$ cat src/rtl/nvm_access_pkg.sv
// Shared constants and carrier types for the data EEPROM access controller.
package nvm_access_pkg;

  // Array geometry.
  localparam int NVM_DEPTH = 128;
  localparam int ADDR_W = 7;
  localparam int DATA_W = 8;

  // Special function register placement.
  localparam logic [7:0] CTRL_OFFSET = 8'h40;
  localparam logic [1:0] CTRL_BANK = 2'h1;
  localparam logic [7:0] INDEX_OFFSET = 8'h1E;
  localparam logic [7:0] VALUE_OFFSET = 8'h1F;

  // Control register field positions.
  localparam int CTRL_PROGRAM_ENABLE_BIT = 3;
  localparam int CTRL_WRITE_START_BIT = 2;
  localparam int CTRL_FETCH_ENABLE_BIT = 1;
  localparam int CTRL_READ_START_BIT = 0;

  // Reset values.
  localparam logic [7:0] CTRL_RESET = 8'h00;
  localparam logic [ADDR_W-1:0] INDEX_RESET = 7'h00;
  localparam logic [DATA_W-1:0] VALUE_RESET = 8'h00;

  // Timing: the read time is a least time, so it rounds up to whole cycles.
  localparam int CLK_PERIOD_NS = 25;
  localparam int READ_TIME_NS = 100;
  localparam int READ_CYCLES = (READ_TIME_NS + CLK_PERIOD_NS - 1) / CLK_PERIOD_NS;

  // Write duration in ticks of the slow sub clock, counted by the internal timer.
  localparam int WRITE_SUB_TICKS = 64;

  // One access from the core to the special function register space.
  typedef struct packed {
    logic [1:0] bank;
    logic [7:0] addr;
    logic wr;
    logic rd;
    logic [7:0] wdata;
  } sfr_req_s;

endpackage

$ cat src/rtl/nvm_array.sv
// Byte-wide non-volatile data array with one write port and a registered read port.
`timescale 1ns/1ps
module nvm_array #(
  parameter int DEPTH = nvm_access_pkg::NVM_DEPTH,
  parameter int AW = nvm_access_pkg::ADDR_W,
  parameter int DW = nvm_access_pkg::DATA_W
) (
  input wire logic i_clk,
  input wire logic i_rst,
  input wire logic i_ce,
  input wire logic i_we,
  input wire logic [AW-1:0] i_addr,
  input wire logic [DW-1:0] i_wdata,
  output logic [DW-1:0] o_rdata
);

  if (DEPTH > (1 << AW) || DEPTH < 1) begin : g_bad_depth
    $error("nvm_array: depth does not fit the address width");
  end

  // Contents survive reset on purpose: this models retained storage.
  logic [DW-1:0] mem [DEPTH];
  logic [DW-1:0] rdata_q;

  always_ff @(posedge i_clk) begin
    if (i_ce && i_we) begin
      mem[i_addr] <= i_wdata;
    end
  end

  always_ff @(posedge i_clk) begin
    if (i_rst) begin
      rdata_q <= '0;
    end else if (i_ce) begin
      rdata_q <= mem[i_addr];
    end
  end

  assign o_rdata = rdata_q;

endmodule

$ cat src/rtl/nvm_write_timer.sv
// Write-cycle timer that advances only on ticks of the slow sub clock.
`timescale 1ns/1ps
module nvm_write_timer #(
  parameter int TICKS = nvm_access_pkg::WRITE_SUB_TICKS
) (
  input wire logic i_clk,
  input wire logic i_rst,
  input wire logic i_ce,
  input wire logic i_start,
  input wire logic i_sub_tick,
  output logic o_busy,
  output logic o_done
);

  localparam int CW = (TICKS > 1) ? $clog2(TICKS) : 1;

  if (TICKS < 1) begin : g_bad_ticks
    $error("nvm_write_timer: at least one sub clock tick is needed");
  end

  logic [CW-1:0] cnt_q;
  logic busy_q;
  logic done_q;
  wire last_tick = busy_q && i_sub_tick && (cnt_q == '0);

  // The sub clock is unrelated to the system clock, so the finish moves
  // against instruction timing from one write to the next.
  always_ff @(posedge i_clk) begin
    if (i_rst) begin
      cnt_q <= '0;
      busy_q <= 1'b0;
      done_q <= 1'b0;
    end else if (i_ce) begin
      done_q <= last_tick;
      if (i_start && !busy_q) begin
        busy_q <= 1'b1;
        cnt_q <= CW'(TICKS - 1);
      end else if (last_tick) begin
        busy_q <= 1'b0;
      end else if (busy_q && i_sub_tick) begin
        cnt_q <= cnt_q - 1'b1;
      end
    end
  end

  assign o_busy = busy_q;
  assign o_done = done_q;

endmodule

$ cat src/rtl/eeprom_data_access_ctrl.sv
// Core-side access controller for the byte-wide data EEPROM.
`timescale 1ns/1ps
// Behaviour
// A 128 by 8 retained array, reached one byte per operation through the registers.
// Byte index register holds a 7-bit address, resets to zero, bit 7 reads zero.
// Byte value register is 8-bit read/write, resets to zero, holds write or fetched byte.
// Software reaches the control register indirectly at 40H with bank select 01H.
// Control bit 3 is program enable; while low, no array write happens.
// Bit 2 starts a write only if program enable already set; hardware clears it.
// Control bit 1 is fetch enable; while low, no array read happens.
// Bit 0 starts a read only if fetch enable already set; hardware clears it.
// Control bits 7 to 4 are unimplemented and read zero.
// Software never sets enables with starts at once, nor both starts together.
// Software starts a write only once the slow sub clock is stable.
// Software leaves the access registers alone until a write has finished.
// Read: load address, set fetch enable, set read start; cleared start means data valid.
// Value register keeps the fetched byte until the next read or write operation.
// Write: load address and data, set program enable, then write start next cycle.
// Software should mask global interrupts around the start of a write.
// Write duration is set by a timer asynchronous to the system clock.
// Write end shows as write start clearing and as an interrupt indication.
// Write end sets the done flag and the multi-function request flag together.
// Software does not idle or sleep before an operation has completed.
// A read completes a fixed, parameterised number of system clocks after its start.
module eeprom_data_access_ctrl #(
  parameter int READ_CYCLES = nvm_access_pkg::READ_CYCLES,
  parameter int WRITE_SUB_TICKS = nvm_access_pkg::WRITE_SUB_TICKS
) (
  input wire logic i_clk,
  input wire logic i_rst,
  input wire logic i_ce,
  input wire nvm_access_pkg::sfr_req_s i_sfr,
  input wire logic i_sub_tick,
  input wire logic i_done_clr,
  input wire logic i_mf_clr,
  output logic [7:0] o_sfr_rdata,
  output logic o_nvm_done_flag,
  output logic o_mf_req_flag,
  output logic o_write_busy,
  output logic o_read_busy
);

  localparam int RCW = (READ_CYCLES > 1) ? $clog2(READ_CYCLES) : 1;

  if (READ_CYCLES < 1) begin : g_bad_read
    $error("eeprom_data_access_ctrl: read needs at least one cycle");
  end
  if (WRITE_SUB_TICKS < 1) begin : g_bad_write
    $error("eeprom_data_access_ctrl: write needs at least one sub clock tick");
  end

  // One register hit test serves all three registers.
  function automatic logic reg_hit(input nvm_access_pkg::sfr_req_s req, input logic [7:0] offset,
                                   input logic bank_matters, input logic [1:0] bank);
    reg_hit = (req.addr == offset) && (!bank_matters || (req.bank == bank));
  endfunction

  // Register state.
  logic [nvm_access_pkg::ADDR_W-1:0] index_q;
  logic [nvm_access_pkg::DATA_W-1:0] value_q;
  logic program_enable_q;
  logic write_start_q;
  logic fetch_enable_q;
  logic read_start_q;
  logic [RCW-1:0] read_cnt_q;
  logic done_flag_q;
  logic mf_flag_q;
  logic [7:0] rdata_q;

  // Address decode.
  wire hit_index = reg_hit(i_sfr, nvm_access_pkg::INDEX_OFFSET, 1'b0, 2'h0);
  wire hit_value = reg_hit(i_sfr, nvm_access_pkg::VALUE_OFFSET, 1'b0, 2'h0);
  // The control register sits in bank 1 only, which guards it against stray writes.
  wire hit_ctrl = reg_hit(i_sfr, nvm_access_pkg::CTRL_OFFSET, 1'b1, nvm_access_pkg::CTRL_BANK);

  wire wr_index = i_sfr.wr && hit_index;
  wire wr_value = i_sfr.wr && hit_value;
  wire wr_ctrl = i_sfr.wr && hit_ctrl;

  wire any_busy = write_start_q || read_start_q;

  // A start only counts against the enable already held, never one written in
  // the same access, and no start is taken while an operation runs.
  wire write_go = wr_ctrl && i_sfr.wdata[nvm_access_pkg::CTRL_WRITE_START_BIT]
                  && program_enable_q && !any_busy;
  // If both starts arrive together the write is taken and the read dropped.
  wire read_go = wr_ctrl && i_sfr.wdata[nvm_access_pkg::CTRL_READ_START_BIT]
                 && fetch_enable_q && !any_busy && !write_go;

  // Write timing; the timer's own busy is not needed because write start covers the whole cycle.
  logic write_done;

  nvm_write_timer #(
    .TICKS(WRITE_SUB_TICKS)
  ) u_timer (
    .i_clk(i_clk),
    .i_rst(i_rst),
    .i_ce(i_ce),
    .i_start(write_go),
    .i_sub_tick(i_sub_tick),
    .o_busy(),
    .o_done(write_done)
  );

  // Commit only if program enable is still high when the timer ends.
  wire write_commit = write_done && program_enable_q;

  // Read timing.
  wire read_last = read_start_q && (read_cnt_q == '0);
  // Clearing fetch enable during a read leaves the value register untouched.
  wire read_capture = read_last && fetch_enable_q;

  // The array.
  logic [nvm_access_pkg::DATA_W-1:0] array_rdata;

  nvm_array #(
    .DEPTH(nvm_access_pkg::NVM_DEPTH),
    .AW(nvm_access_pkg::ADDR_W),
    .DW(nvm_access_pkg::DATA_W)
  ) u_array (
    .i_clk(i_clk),
    .i_rst(i_rst),
    .i_ce(i_ce),
    .i_we(write_commit),
    .i_addr(index_q),
    .i_wdata(value_q),
    .o_rdata(array_rdata)
  );

  // Read-back view of each register.
  wire [7:0] index_view = {1'b0, index_q};
  wire [7:0] ctrl_view = {4'h0, program_enable_q, write_start_q, fetch_enable_q, read_start_q};
  wire [7:0] read_mux = hit_index ? index_view :
                        hit_value ? value_q :
                        hit_ctrl ? ctrl_view : 8'h00;

  // Byte index register.
  always_ff @(posedge i_clk) begin
    if (i_rst) begin
      index_q <= nvm_access_pkg::INDEX_RESET;
    end else if (i_ce && wr_index) begin
      index_q <= i_sfr.wdata[nvm_access_pkg::ADDR_W-1:0];
    end
  end

  // Byte value register; a finished read wins over a software write in the same cycle.
  always_ff @(posedge i_clk) begin
    if (i_rst) begin
      value_q <= nvm_access_pkg::VALUE_RESET;
    end else if (i_ce) begin
      if (read_capture) begin
        value_q <= array_rdata;
      end else if (wr_value) begin
        value_q <= i_sfr.wdata;
      end
    end
  end

  // Enable bits follow software writes.
  always_ff @(posedge i_clk) begin
    if (i_rst) begin
      program_enable_q <= nvm_access_pkg::CTRL_RESET[nvm_access_pkg::CTRL_PROGRAM_ENABLE_BIT];
      fetch_enable_q <= nvm_access_pkg::CTRL_RESET[nvm_access_pkg::CTRL_FETCH_ENABLE_BIT];
    end else if (i_ce && wr_ctrl) begin
      program_enable_q <= i_sfr.wdata[nvm_access_pkg::CTRL_PROGRAM_ENABLE_BIT];
      fetch_enable_q <= i_sfr.wdata[nvm_access_pkg::CTRL_FETCH_ENABLE_BIT];
    end
  end

  // Write start: software can only set it, hardware clears it at the end.
  always_ff @(posedge i_clk) begin
    if (i_rst) begin
      write_start_q <= nvm_access_pkg::CTRL_RESET[nvm_access_pkg::CTRL_WRITE_START_BIT];
    end else if (i_ce) begin
      if (write_go) begin
        write_start_q <= 1'b1;
      end else if (write_done) begin
        write_start_q <= 1'b0;
      end
    end
  end

  // Read start and its cycle counter.
  always_ff @(posedge i_clk) begin
    if (i_rst) begin
      read_start_q <= nvm_access_pkg::CTRL_RESET[nvm_access_pkg::CTRL_READ_START_BIT];
      read_cnt_q <= '0;
    end else if (i_ce) begin
      if (read_go) begin
        read_start_q <= 1'b1;
        read_cnt_q <= RCW'(READ_CYCLES - 1);
      end else if (read_last) begin
        read_start_q <= 1'b0;
      end else if (read_start_q) begin
        read_cnt_q <= read_cnt_q - 1'b1;
      end
    end
  end

  // Done and multi-function request flags; a new write end beats a clear.
  always_ff @(posedge i_clk) begin
    if (i_rst) begin
      done_flag_q <= 1'b0;
      mf_flag_q <= 1'b0;
    end else if (i_ce) begin
      if (write_done) begin
        done_flag_q <= 1'b1;
      end else if (i_done_clr) begin
        done_flag_q <= 1'b0;
      end
      if (write_done) begin
        mf_flag_q <= 1'b1;
      end else if (i_mf_clr) begin
        mf_flag_q <= 1'b0;
      end
    end
  end

  // Read data is registered, so it answers one clock after the read strobe.
  always_ff @(posedge i_clk) begin
    if (i_rst) begin
      rdata_q <= 8'h00;
    end else if (i_ce && i_sfr.rd) begin
      rdata_q <= read_mux;
    end
  end

  assign o_sfr_rdata = rdata_q;
  assign o_nvm_done_flag = done_flag_q;
  assign o_mf_req_flag = mf_flag_q;
  assign o_write_busy = write_start_q;
  assign o_read_busy = read_start_q;

endmodule

$ cat config.mk
export PLATFORM = sky130hd
export DESIGN_NAME = eeprom_data_access_ctrl
export DESIGN_NICKNAME = d
export VERILOG_FILES = /design/src/rtl/nvm_access_pkg.sv /design/src/rtl/nvm_array.sv /design/src/rtl/nvm_write_timer.sv /design/src/rtl/eeprom_data_access_ctrl.sv
export SDC_FILE = /design/constraint.sdc
export NUM_CORES = 1
export LEC_CHECK = 0
export BUFFER_PORTS_ARGS = -buffer_cell sky130_fd_sc_hd__buf_2
export CAP_MARGIN = 0
export CORE_MARGIN = 2
export CORE_UTILIZATION = 30
export CTS_CLUSTER_DIAMETER = 50
export CTS_CLUSTER_SIZE = 20
export DETAILED_ROUTE_END_ITERATION = 6
export GPL_ROUTABILITY_DRIVEN = 0
export SLEW_MARGIN = 20
export SYNTH_ARGS = -nofsm -noshare
export SYNTH_HDL_FRONTEND = slang
export SYNTH_SLANG_ARGS = --single-unit
export TNS_END_PERCENT = 50
$ cat constraint.sdc
create_clock -name i_clk -period 5.1 [get_ports i_clk]
set_input_delay 0 -clock i_clk [delete_from_list [all_inputs] [get_ports i_clk]]
set_output_delay 0 -clock i_clk [all_outputs]
set_load 0.005 [all_outputs]
Yosys cells after proc, flatten, opt, wreduce, memory -nomap -nowiden:

Memory sizes are Yosys's and may differ from the RTL's. A register that Yosys moved wholly into a read port is not among the register bits.
Index checks and enable logic that the tools add are counted.

* word-level logic and storage cells: 88
* memories: 1
* output and inout port bits: 12
* bits in registers: 39
* RAM bits: 1024

Memory list
* u_array.mem: words 128, width 8, read ports 1, clocked after Yosys merged registers in 1, write ports 1, RTL line nvm_array.sv:22 `logic [DW-1:0] mem [DEPTH];`

* reduce and logical (&&, ||, !) cells: 43
* mux-type cells: 23
* add/sub/neg operators: 2
* eq/ne operators: 6

Operators with widths (number)
* $mux 8: 4
* $logic_and 1x1->1: 21
* $mux 6: 3
* $eq 8x5->1 const B: 2
* $reduce_bool 2->1: 8
* $mux 1: 12
* $reduce_and 2->1: 6
* $eq 8x7->1 const B: 1
* $logic_not 6->1: 1
* $mux 2: 3
* $reduce_and 3->1: 2
* $sub 6x1->6 const B: 1
* $mux 4: 1
* $ne 2x2->1 const B: 2
* $logic_not 1->1: 3
* $eq 2x1->1 const B: 1
* $logic_not 2->1: 1
* $sub 2x1->2 const B: 1
* $logic_or 1x1->1: 1

Longest topological paths before layout:

Gate-level depths: netlist (run 1).

* depth in word-level cells: 10
* mapped depth: 12

Hierarchy:

A second synthesis (run 1) with hierarchy kept.

* cells, all modules: 2505
* area, all modules: 42544.6 µm²

By module, submodules not included
* nvm_array: area an instance 40582.7 µm², cells each 2292, times used 1
* eeprom_data_access_ctrl: area an instance 1507.7 µm², cells each 164, times used 1
* nvm_write_timer: area an instance 454.2 µm², cells each 49, times used 1

Least setup slack after synthesis (run 1):

No wires, ideal clock.

* path type: register to register
* start point: register index_q[2] (netlist name)
* end point: memory u_array.mem[77][0] (netlist name), enable pin
* cell stages (with the launch flop): 10
* data required time: 4730 ps
* arrival: 2319 ps
* setup slack: 2411 ps
* buffers on the path: 7
* clock period less this slack: 2689 ps
* cells stage by stage: dfxtp_1 > buf_2 > buf_2 > buf_2 > buf_2 > buf_2 > clkbuf_1 > buf_1 > nand2_1 > nor2_1

RTL lines
* start, declared: RTL line eeprom_data_access_ctrl.sv:59 `logic [nvm_access_pkg::ADDR_W-1:0] index_q;`
* start signal, assigned: RTL line eeprom_data_access_ctrl.sv:140 `index_q <= nvm_access_pkg::INDEX_RESET;`
* start signal, assigned: RTL line eeprom_data_access_ctrl.sv:142 `index_q <= i_sfr.wdata[nvm_access_pkg::ADDR_W-1:0];`
* end, declared: RTL line nvm_array.sv:22

No word-level cell before the write port.

==> metrics.txt, run 1 <==
# Post-CTS Setup Buffers 0; Yosys reg bits 1071; clk_skew between 0.02 and 0.03 ns; synth warn 0; I/O pins 38; first-pass GRT wire length 173 mm; largest family of logic cells by synthesized area compound AO/OA/AOI/OAI gates; Syn Inst Count roughly 2600; worst path arrival time 4.19 ns; CTS tree built; status finished, violations left; WL/cell about 26 µm; grt total ovfl 0; die area 0.143 mm²; Syn Std Cell Area about 0.042 mm²; initial antenna violation count 3; cts bufs inserted approximately 110; Stages on worst setup path 10; CTS H-tree depth 3; critical path's most frequent cell buf_4; Critical Path Sink Type register; total iterations of the first detailed-routing run 7; Layout area overhead 15.7%; Hold/Removal Path Class input port to register; adder-cell area share of the yosys netlist less than 1%; FP Rows around 140; crit path kind register to register; core box area around 0.14 mm²; vias in the first global route between 20000 and 25000; CP Launch Type register; fin nets roughly 2700; Routed Antenna Nets 0; DRT iter0 DRCs about 3500; cell type with the largest total area after synthesis edfxtp_1; final cycle utilization of the critical path between 70% and 80%; vias per cell ~5.4; PortBufs 37; Seq/Total Area, Yosys between 70% and 80%; net count after synthesis roughly 2600; number of flops mapped to enable cells by yosys slightly above 1000; Tmin final 3.67 ns; Mapped Avg Cell Area between 15 and 20 µm²; ys flop type edfxtp_1; Post-synth ARST share 0%; WP data required roughly 5.6 ns; # DRC 1; Critical Path Fanout Max 28; Max-cap violations 0; fraction of synthesized area in multiplexers 7.47%; cell family with most CP delay compound AO/OA/AOI/OAI gates; post-synthesis xor/xnor area fraction 0.105%; Slew HR 17.3%; largest net degree at the start of global routing 87; count leader, synth edfxtp_1; area share of the largest cell type after synthesis between 70% and 80%; clk sinks around 1100; final hold violations 0; hold path depth 6; top cells by count, synth edfxtp_1, nor2_1, a221oi_1; Initial Utilization a little under a third; Die W 378 µm; Routed WL between 100 and 150 mm; Post-Synth Simple-Gate Area under 10%; final worst slack approximately 1.4 ns; dpl hpwl around 72 mm; GRT Resource Usage Total approximately 16%; Fillers about 13000; critical path's slowest cell dfxtp_4; Leakage Power approximately 14 nW; setup tns final 0 ns; Worst-Margin Slew about 1.2 ns; n_diodes 0; share of cells above drive strength 1 around 17%; failing checks DRC; Compound-Gate Fraction of Synth Area around 10%; Area contributors post-synth edfxtp_1, a221oi_1, mux2i_1; Max stage delay on crit path between 0.5 and 0.6 ns; Setup Slack @ Placement between 1.5 and 2 ns; Register-to-Register Path Depth 10; CP cell instances buf_4, buf_4, nor2b_1, buf_4, a221oi_1, nor2_1, o22ai_1, nor3_1, o21ai_0, a311oi_1; fmax roughly 270 MHz; Yosys cell types 73; Vias about 25000; clock root buffer clkbuf_16; Die Ht 378 µm; worst path bufs/invs 3; RSZ-0062 raised after global routing no; Slew Limit Fails 0; Worst-Skew Late Latency around 0.70 ns; Setup-failing EPs final 0; worst vdd ir roughly 0.28 mV; Longest Clk Path Bufs 3; pwr dens 365 mW/mm²; Reg clk slew, reported paths about 0.070 ns
power by group:
part / leakage [nW] / switching, mW / internal (mW)
Sequential: 8.50 / 0.00899 / 9.48
Clock: 1.73 / 3.64 / 4.45
Combinational: 3.34 / 0.0433 / 0.0341
Total: 13.6 / 3.70 / 14.0
per-stage QoR:
| step | area (µm²) | std cells | utilization, % | hold WS, ns | power (mW) |
|---|---|---|---|---|---|
| after floorplan | 41900 | 2565 | - | 0.144 | 9.71 |
| after global placement | 44500 | 4390 | 32.0 | 0.249 | 9.74 |
| after detailed placement | 44500 | 4390 | 32.0 | 0.264 | 9.74 |
| after CTS | 48400 | 4616 | 34.8 | 0.0247 | 17.7 |
| after global routing | 48400 | 4616 | 34.8 | 0.0760 | 18.1 |
| final | 48400 | 4616 | 34.8 | 0.0549 | 17.7 |
state kept, by name, summed over array words and instances (netlist names), 2 cells and up:
signal and count:
read_cnt_q 2, value_q 8, u_array.o_rdata 8, u_timer.cnt_q 6, index_q 7, u_array.mem 1024
o_sfr_rdata 8
cells by family after synthesis:
kind of cell             count (synthesis)
adder cells (fa/ha/maj)                  2
multiplexers                           240
XOR/XNOR                                 5
flip-flops                            1071
AND/OR/NAND/NOR                        484
buffers and inverters                  188
AO/OA/AOI/OAI                          575
placed cells by master, fill, tap and decap left out, drive strengths merged, types with 5 or more instances in the layout:
| cell type | netlist | routed |
|---|---|---|
| a21oi | 117 | 117 |
| mux2 | 61 | 61 |
| and2 | 9 | 9 |
| o221ai | 20 | 20 |
| o2111ai | 5 | 5 |
| dlygate4sd3 | 0 | 32 |
| edfxtp | 1024 | 1024 |
| bufinv | 0 | 9 |
| clkinv | 3 | 30 |
| and3 | 7 | 7 |
| nand2b | 7 | 7 |
| clkbuf | 103 | 112 |
| o21ai | 100 | 100 |
| nor3 | 26 | 26 |
| a22oi | 32 | 32 |
| o311ai | 5 | 5 |
| a22o | 16 | 16 |
| nand2 | 131 | 131 |
| buf | 77 | 129 |
| a311oi | 8 | 8 |
| o211ai | 5 | 5 |
| o22ai | 8 | 8 |
| nor2b | 13 | 13 |
| a221o | 10 | 10 |
| a2111oi | 24 | 24 |
| nor2 | 257 | 257 |
| mux2i | 127 | 127 |
| a211oi | 22 | 22 |
| clkinvlp | 0 | 15 |
| a31oi | 10 | 10 |
| mux4 | 52 | 52 |
| a221oi | 159 | 159 |
| dfxtp | 47 | 47 |
| nand3 | 8 | 8 |
| inv | 5 | 36 |
worst reg2reg max path: stages (launching register included):
cell	delay, ns
dfxtp_4	0.55
buf_4	0.41
buf_4	0.49
nor2b_1	0.23
buf_4	0.25
a221oi_1	0.30
nor2_1	0.15
o22ai_1	0.32
nor3_1	0.11
o21ai_0	0.51
a311oi_1	0.17
routing by layer:
| metal | up-vias | track usage [%] | routed length, µm |
|---|---|---|---|
| li1 | 10500 | - | - |
| met1 | 12700 | 22.7 | 49000 |
| met2 | 1450 | 25.7 | 54700 |
| met3 | 259 | 3.17 | 11400 |
| met4 | 4 | 6.23 | 4440 |
| met5 | - | 0 | 30 |
final cells by class:
class	instances	area [µm²]	share of cell area [%]
Clock buffer	112	2720	5.61
Timing Repair Buffer	161	1250	2.57
Inverter	8	30.0	0.0620
Sequential cell	1071	31700	65.5
Multi-Input combinational cell	1306	9460	19.5
Tap cell	1876	2350	4.85
Clock inverter	82	908	1.88
worst paths after layout:
path,start,to,slack (ns)
worst max-delay path,index_q[1],u_array.o_rdata[0],1.43
worst min register to register,o_sfr_rdata[4],o_sfr_rdata[4],0.46
worst min-delay path,i_sfr[15],u_timer.cnt_q[5],0.05
worst max register to register,index_q[1],u_array.o_rdata[0],1.43
repair_timing:
action	in CTS	in global routing
hold buffers	32	0
hold endpoints to repair	47	0
gates resized for setup	0	0
endpoints found under the setup margin	0	0
Note: power is estimated with default switching activity, not from simulation.
==> run 2: changes to the inputs <==
==> constraint.sdc (replaced) <==
create_clock -name i_clk -period 3.7 [get_ports i_clk]
set_input_delay 0 -clock i_clk [delete_from_list [all_inputs] [get_ports i_clk]]
set_output_delay 0 -clock i_clk [all_outputs]
set_load 0.005 [all_outputs]
==> run 2 against run 1 <==
  * The run now ends clean
  * Core utilization is 1.3 points higher
  * Cell count is 4.2% higher
  * Clock power is 43% higher
  * Register-to-register slack worse by 1.4 ns
  * Routed wire length is 3.6% higher
  * Sequential power is 38% higher
  * Critical endpoint is now u_array.o_rdata[7]
  * Largest power group unchanged
  * Highest routed layer unchanged
==> metrics.txt, run 2 (same netlist as run 1, synthesis figures left out) <==
hold path depth 5 (-1); Reg clk slew, reported paths 0.06 ns (about the same); crit path kind register to register; initial antenna violation count 6 (+3); I/O pins 38 (unchanged); vias in the first global route 25100 (+3.3%); FF-to-FF Start index_q[1]; PortBufs 37 (unchanged); setup tns final 0 ns (unchanged); # DRC 0 (-1); fmax 275 MHz (+1.0%); post-layout util 36.1% (+1.3 points); clk_skew 0.0340 ns (+0.00566 ns); Die W 378 µm (unchanged); Vias 25600 (+2.7%); Slew Limit Fails 0 (unchanged); clock root buffer clkbuf_16; DRT iter0 DRCs 3677 (+4.8%); Critical Path Sink Type register; Routed WL 124 mm (+3.6%); most frequent cells in the layout edfxtp_1, nor2_1, buf_4; Leakage Power 14.6 nW (+7.9%); CP Launch Type register; clk sinks 1071 (unchanged); Register-to-Register Path Depth 9 (-1); share of cells above drive strength 1 21.7% (+4.6 points); FP Rows 137 (unchanged); final cycle utilization of the critical path 98.2% (+26 points); Slew HR 14.7% (-2.6 points); Worst-Skew Late Latency 0.69 ns (about the same); WP data required 4.30 ns (-1.32 ns); GRT Resource Usage Total 16.9% (+0.45 points); die area 0.143 mm² (unchanged); Worst-Margin Slew 1.27 ns (+0.0427 ns); worst path arrival time 4.23 ns (+0.04 ns); Initial Utilization 30.1% (unchanged); vias per cell 5.33 (-1.4%); commonest non-fill, non-tap cell in the layout edfxtp_1; status finished, final reports clean; Longest Clk Path Bufs 3 (unchanged); CTS tree built; Setup-failing EPs final 0 (unchanged); post-route cell area 0.0502 mm² (+3.6%); fin nets 2862 (+6.8%); CTS H-tree depth 3 (unchanged); cts bufs inserted 110 (+4.8%); RSZ-0062 raised after global routing no; Tmin final 3.63 ns (-0.0364 ns); total iterations of the first detailed-routing run 5 (-2); worst vdd ir 0.362 mV (+30%); grt total ovfl 0 (unchanged); number of flip-flops in the largest register 1024 (unchanged); largest net degree at the start of global routing 76 (-13%); Critical Path Fanout Max 30 (+7.1%); core box area 0.139 mm² (unchanged); Hold WS 0.0519 ns (-0.00304 ns); Hold/Removal Path Class input port to register; HP Start i_sfr[18]; Routed Antenna Nets 0 (unchanged); pwr dens 494 mW/mm² (+35%); WL/cell 25.7 µm (-0.54%); final hold violations 0 (unchanged); dpl hpwl 75.9 mm (+5.0%); crit path from index_q[1]; most flop-heavy register u_array.mem; Post-CTS Resized 0 (unchanged); Die Ht 378 µm (unchanged); Layout area overhead 19.9%; first-pass GRT wire length 177 mm (+2.0%); cell area after placement 0.0460 mm² (+3.3%); Max-cap violations 0 (unchanged)
==> run 2: cell types whose count changed in the layout (fill, tap and decap cells not counted), sizes merged, moves of 2 or more <==
| cell | change |
|---|---|
| clkbuf | +17 |
| dlygate4sd3 | +6 |
| buf | +170 |
| bufinv | +2 |
| inv | -2 |
| diode | +2 |
==> run 2: report_power, final <==
part / leakage (nW) / internal (mW) / switching, mW
registers: 8.50 / 13.1 / 0.0123
clock network: 1.81 / 6.53 / 5.07
logic: 4.33 / 0.0496 / 0.0621
==> run 2: routing by layer <==
metal	global-route usage, %	vias up	routed length, µm
li1	-	10900	-
met4	6.36	6	4490
met1	22.8	13100	50700
met2	26.6	1377	57200
met5	0	-	41
met3	3.70	238	11400
==> run 2: worst paths after layout <==
| path | end | slack [ns] |
|---|---|---|
| min | o_sfr_rdata[0] | 0.05 |
| max | u_array.o_rdata[7] | 0.07 |
| max reg2reg | u_array.o_rdata[7] | 0.07 |
| min reg2reg | o_sfr_rdata[6] | 0.45 |
==> run 2: worst max-delay path: stages (launching register included) <==
cell       delay [ns]
dfxtp_4          0.65
and2_2           0.74
buf_12           0.25
a221oi_1         0.10
nor2_1           0.19
a2111oi_0        0.11
buf_4            0.16
nor4_1           0.95
nor3_1           0.09
a311oi_1         0.28
==> run 2: per-stage QoR <==
step | worst slack (ns) | std cells | total power [mW]
6_report | 0.0668 | 4809 | 24.8
3_3_place_gp | 0.119 | 4558 | 13.4
5_1_grt | 0.0263 | 4807 | 25.4
4_1_cts | 0.0952 | 4806 | 24.9
3_5_place_dp | 0.108 | 4559 | 13.4
2_1_floorplan | 1.01 | 2565 | 13.4
==> run 2: layout make-up <==
| type | count | area, µm² |
|---|---|---|
| clock buffer | 129 | 2890 |
| timing repair buffer | 337 | 2820 |
| tap | 1876 | 2350 |
| clock inverter | 80 | 926 |
| multi-input combinational | 1306 | 9440 |
| fill | 13000 | 88800 |
| antenna | 2 | 5.00 |
| inverter | 8 | 30.0 |
| sequential | 1071 | 31700 |
==> run 2: repair_timing <==
action                     in CTS  in global routing
hold buffers                   38                  0
hold endpoints to repair       47                  0
setup buffers                   0                  1
setup endpoints to repair       0                  1
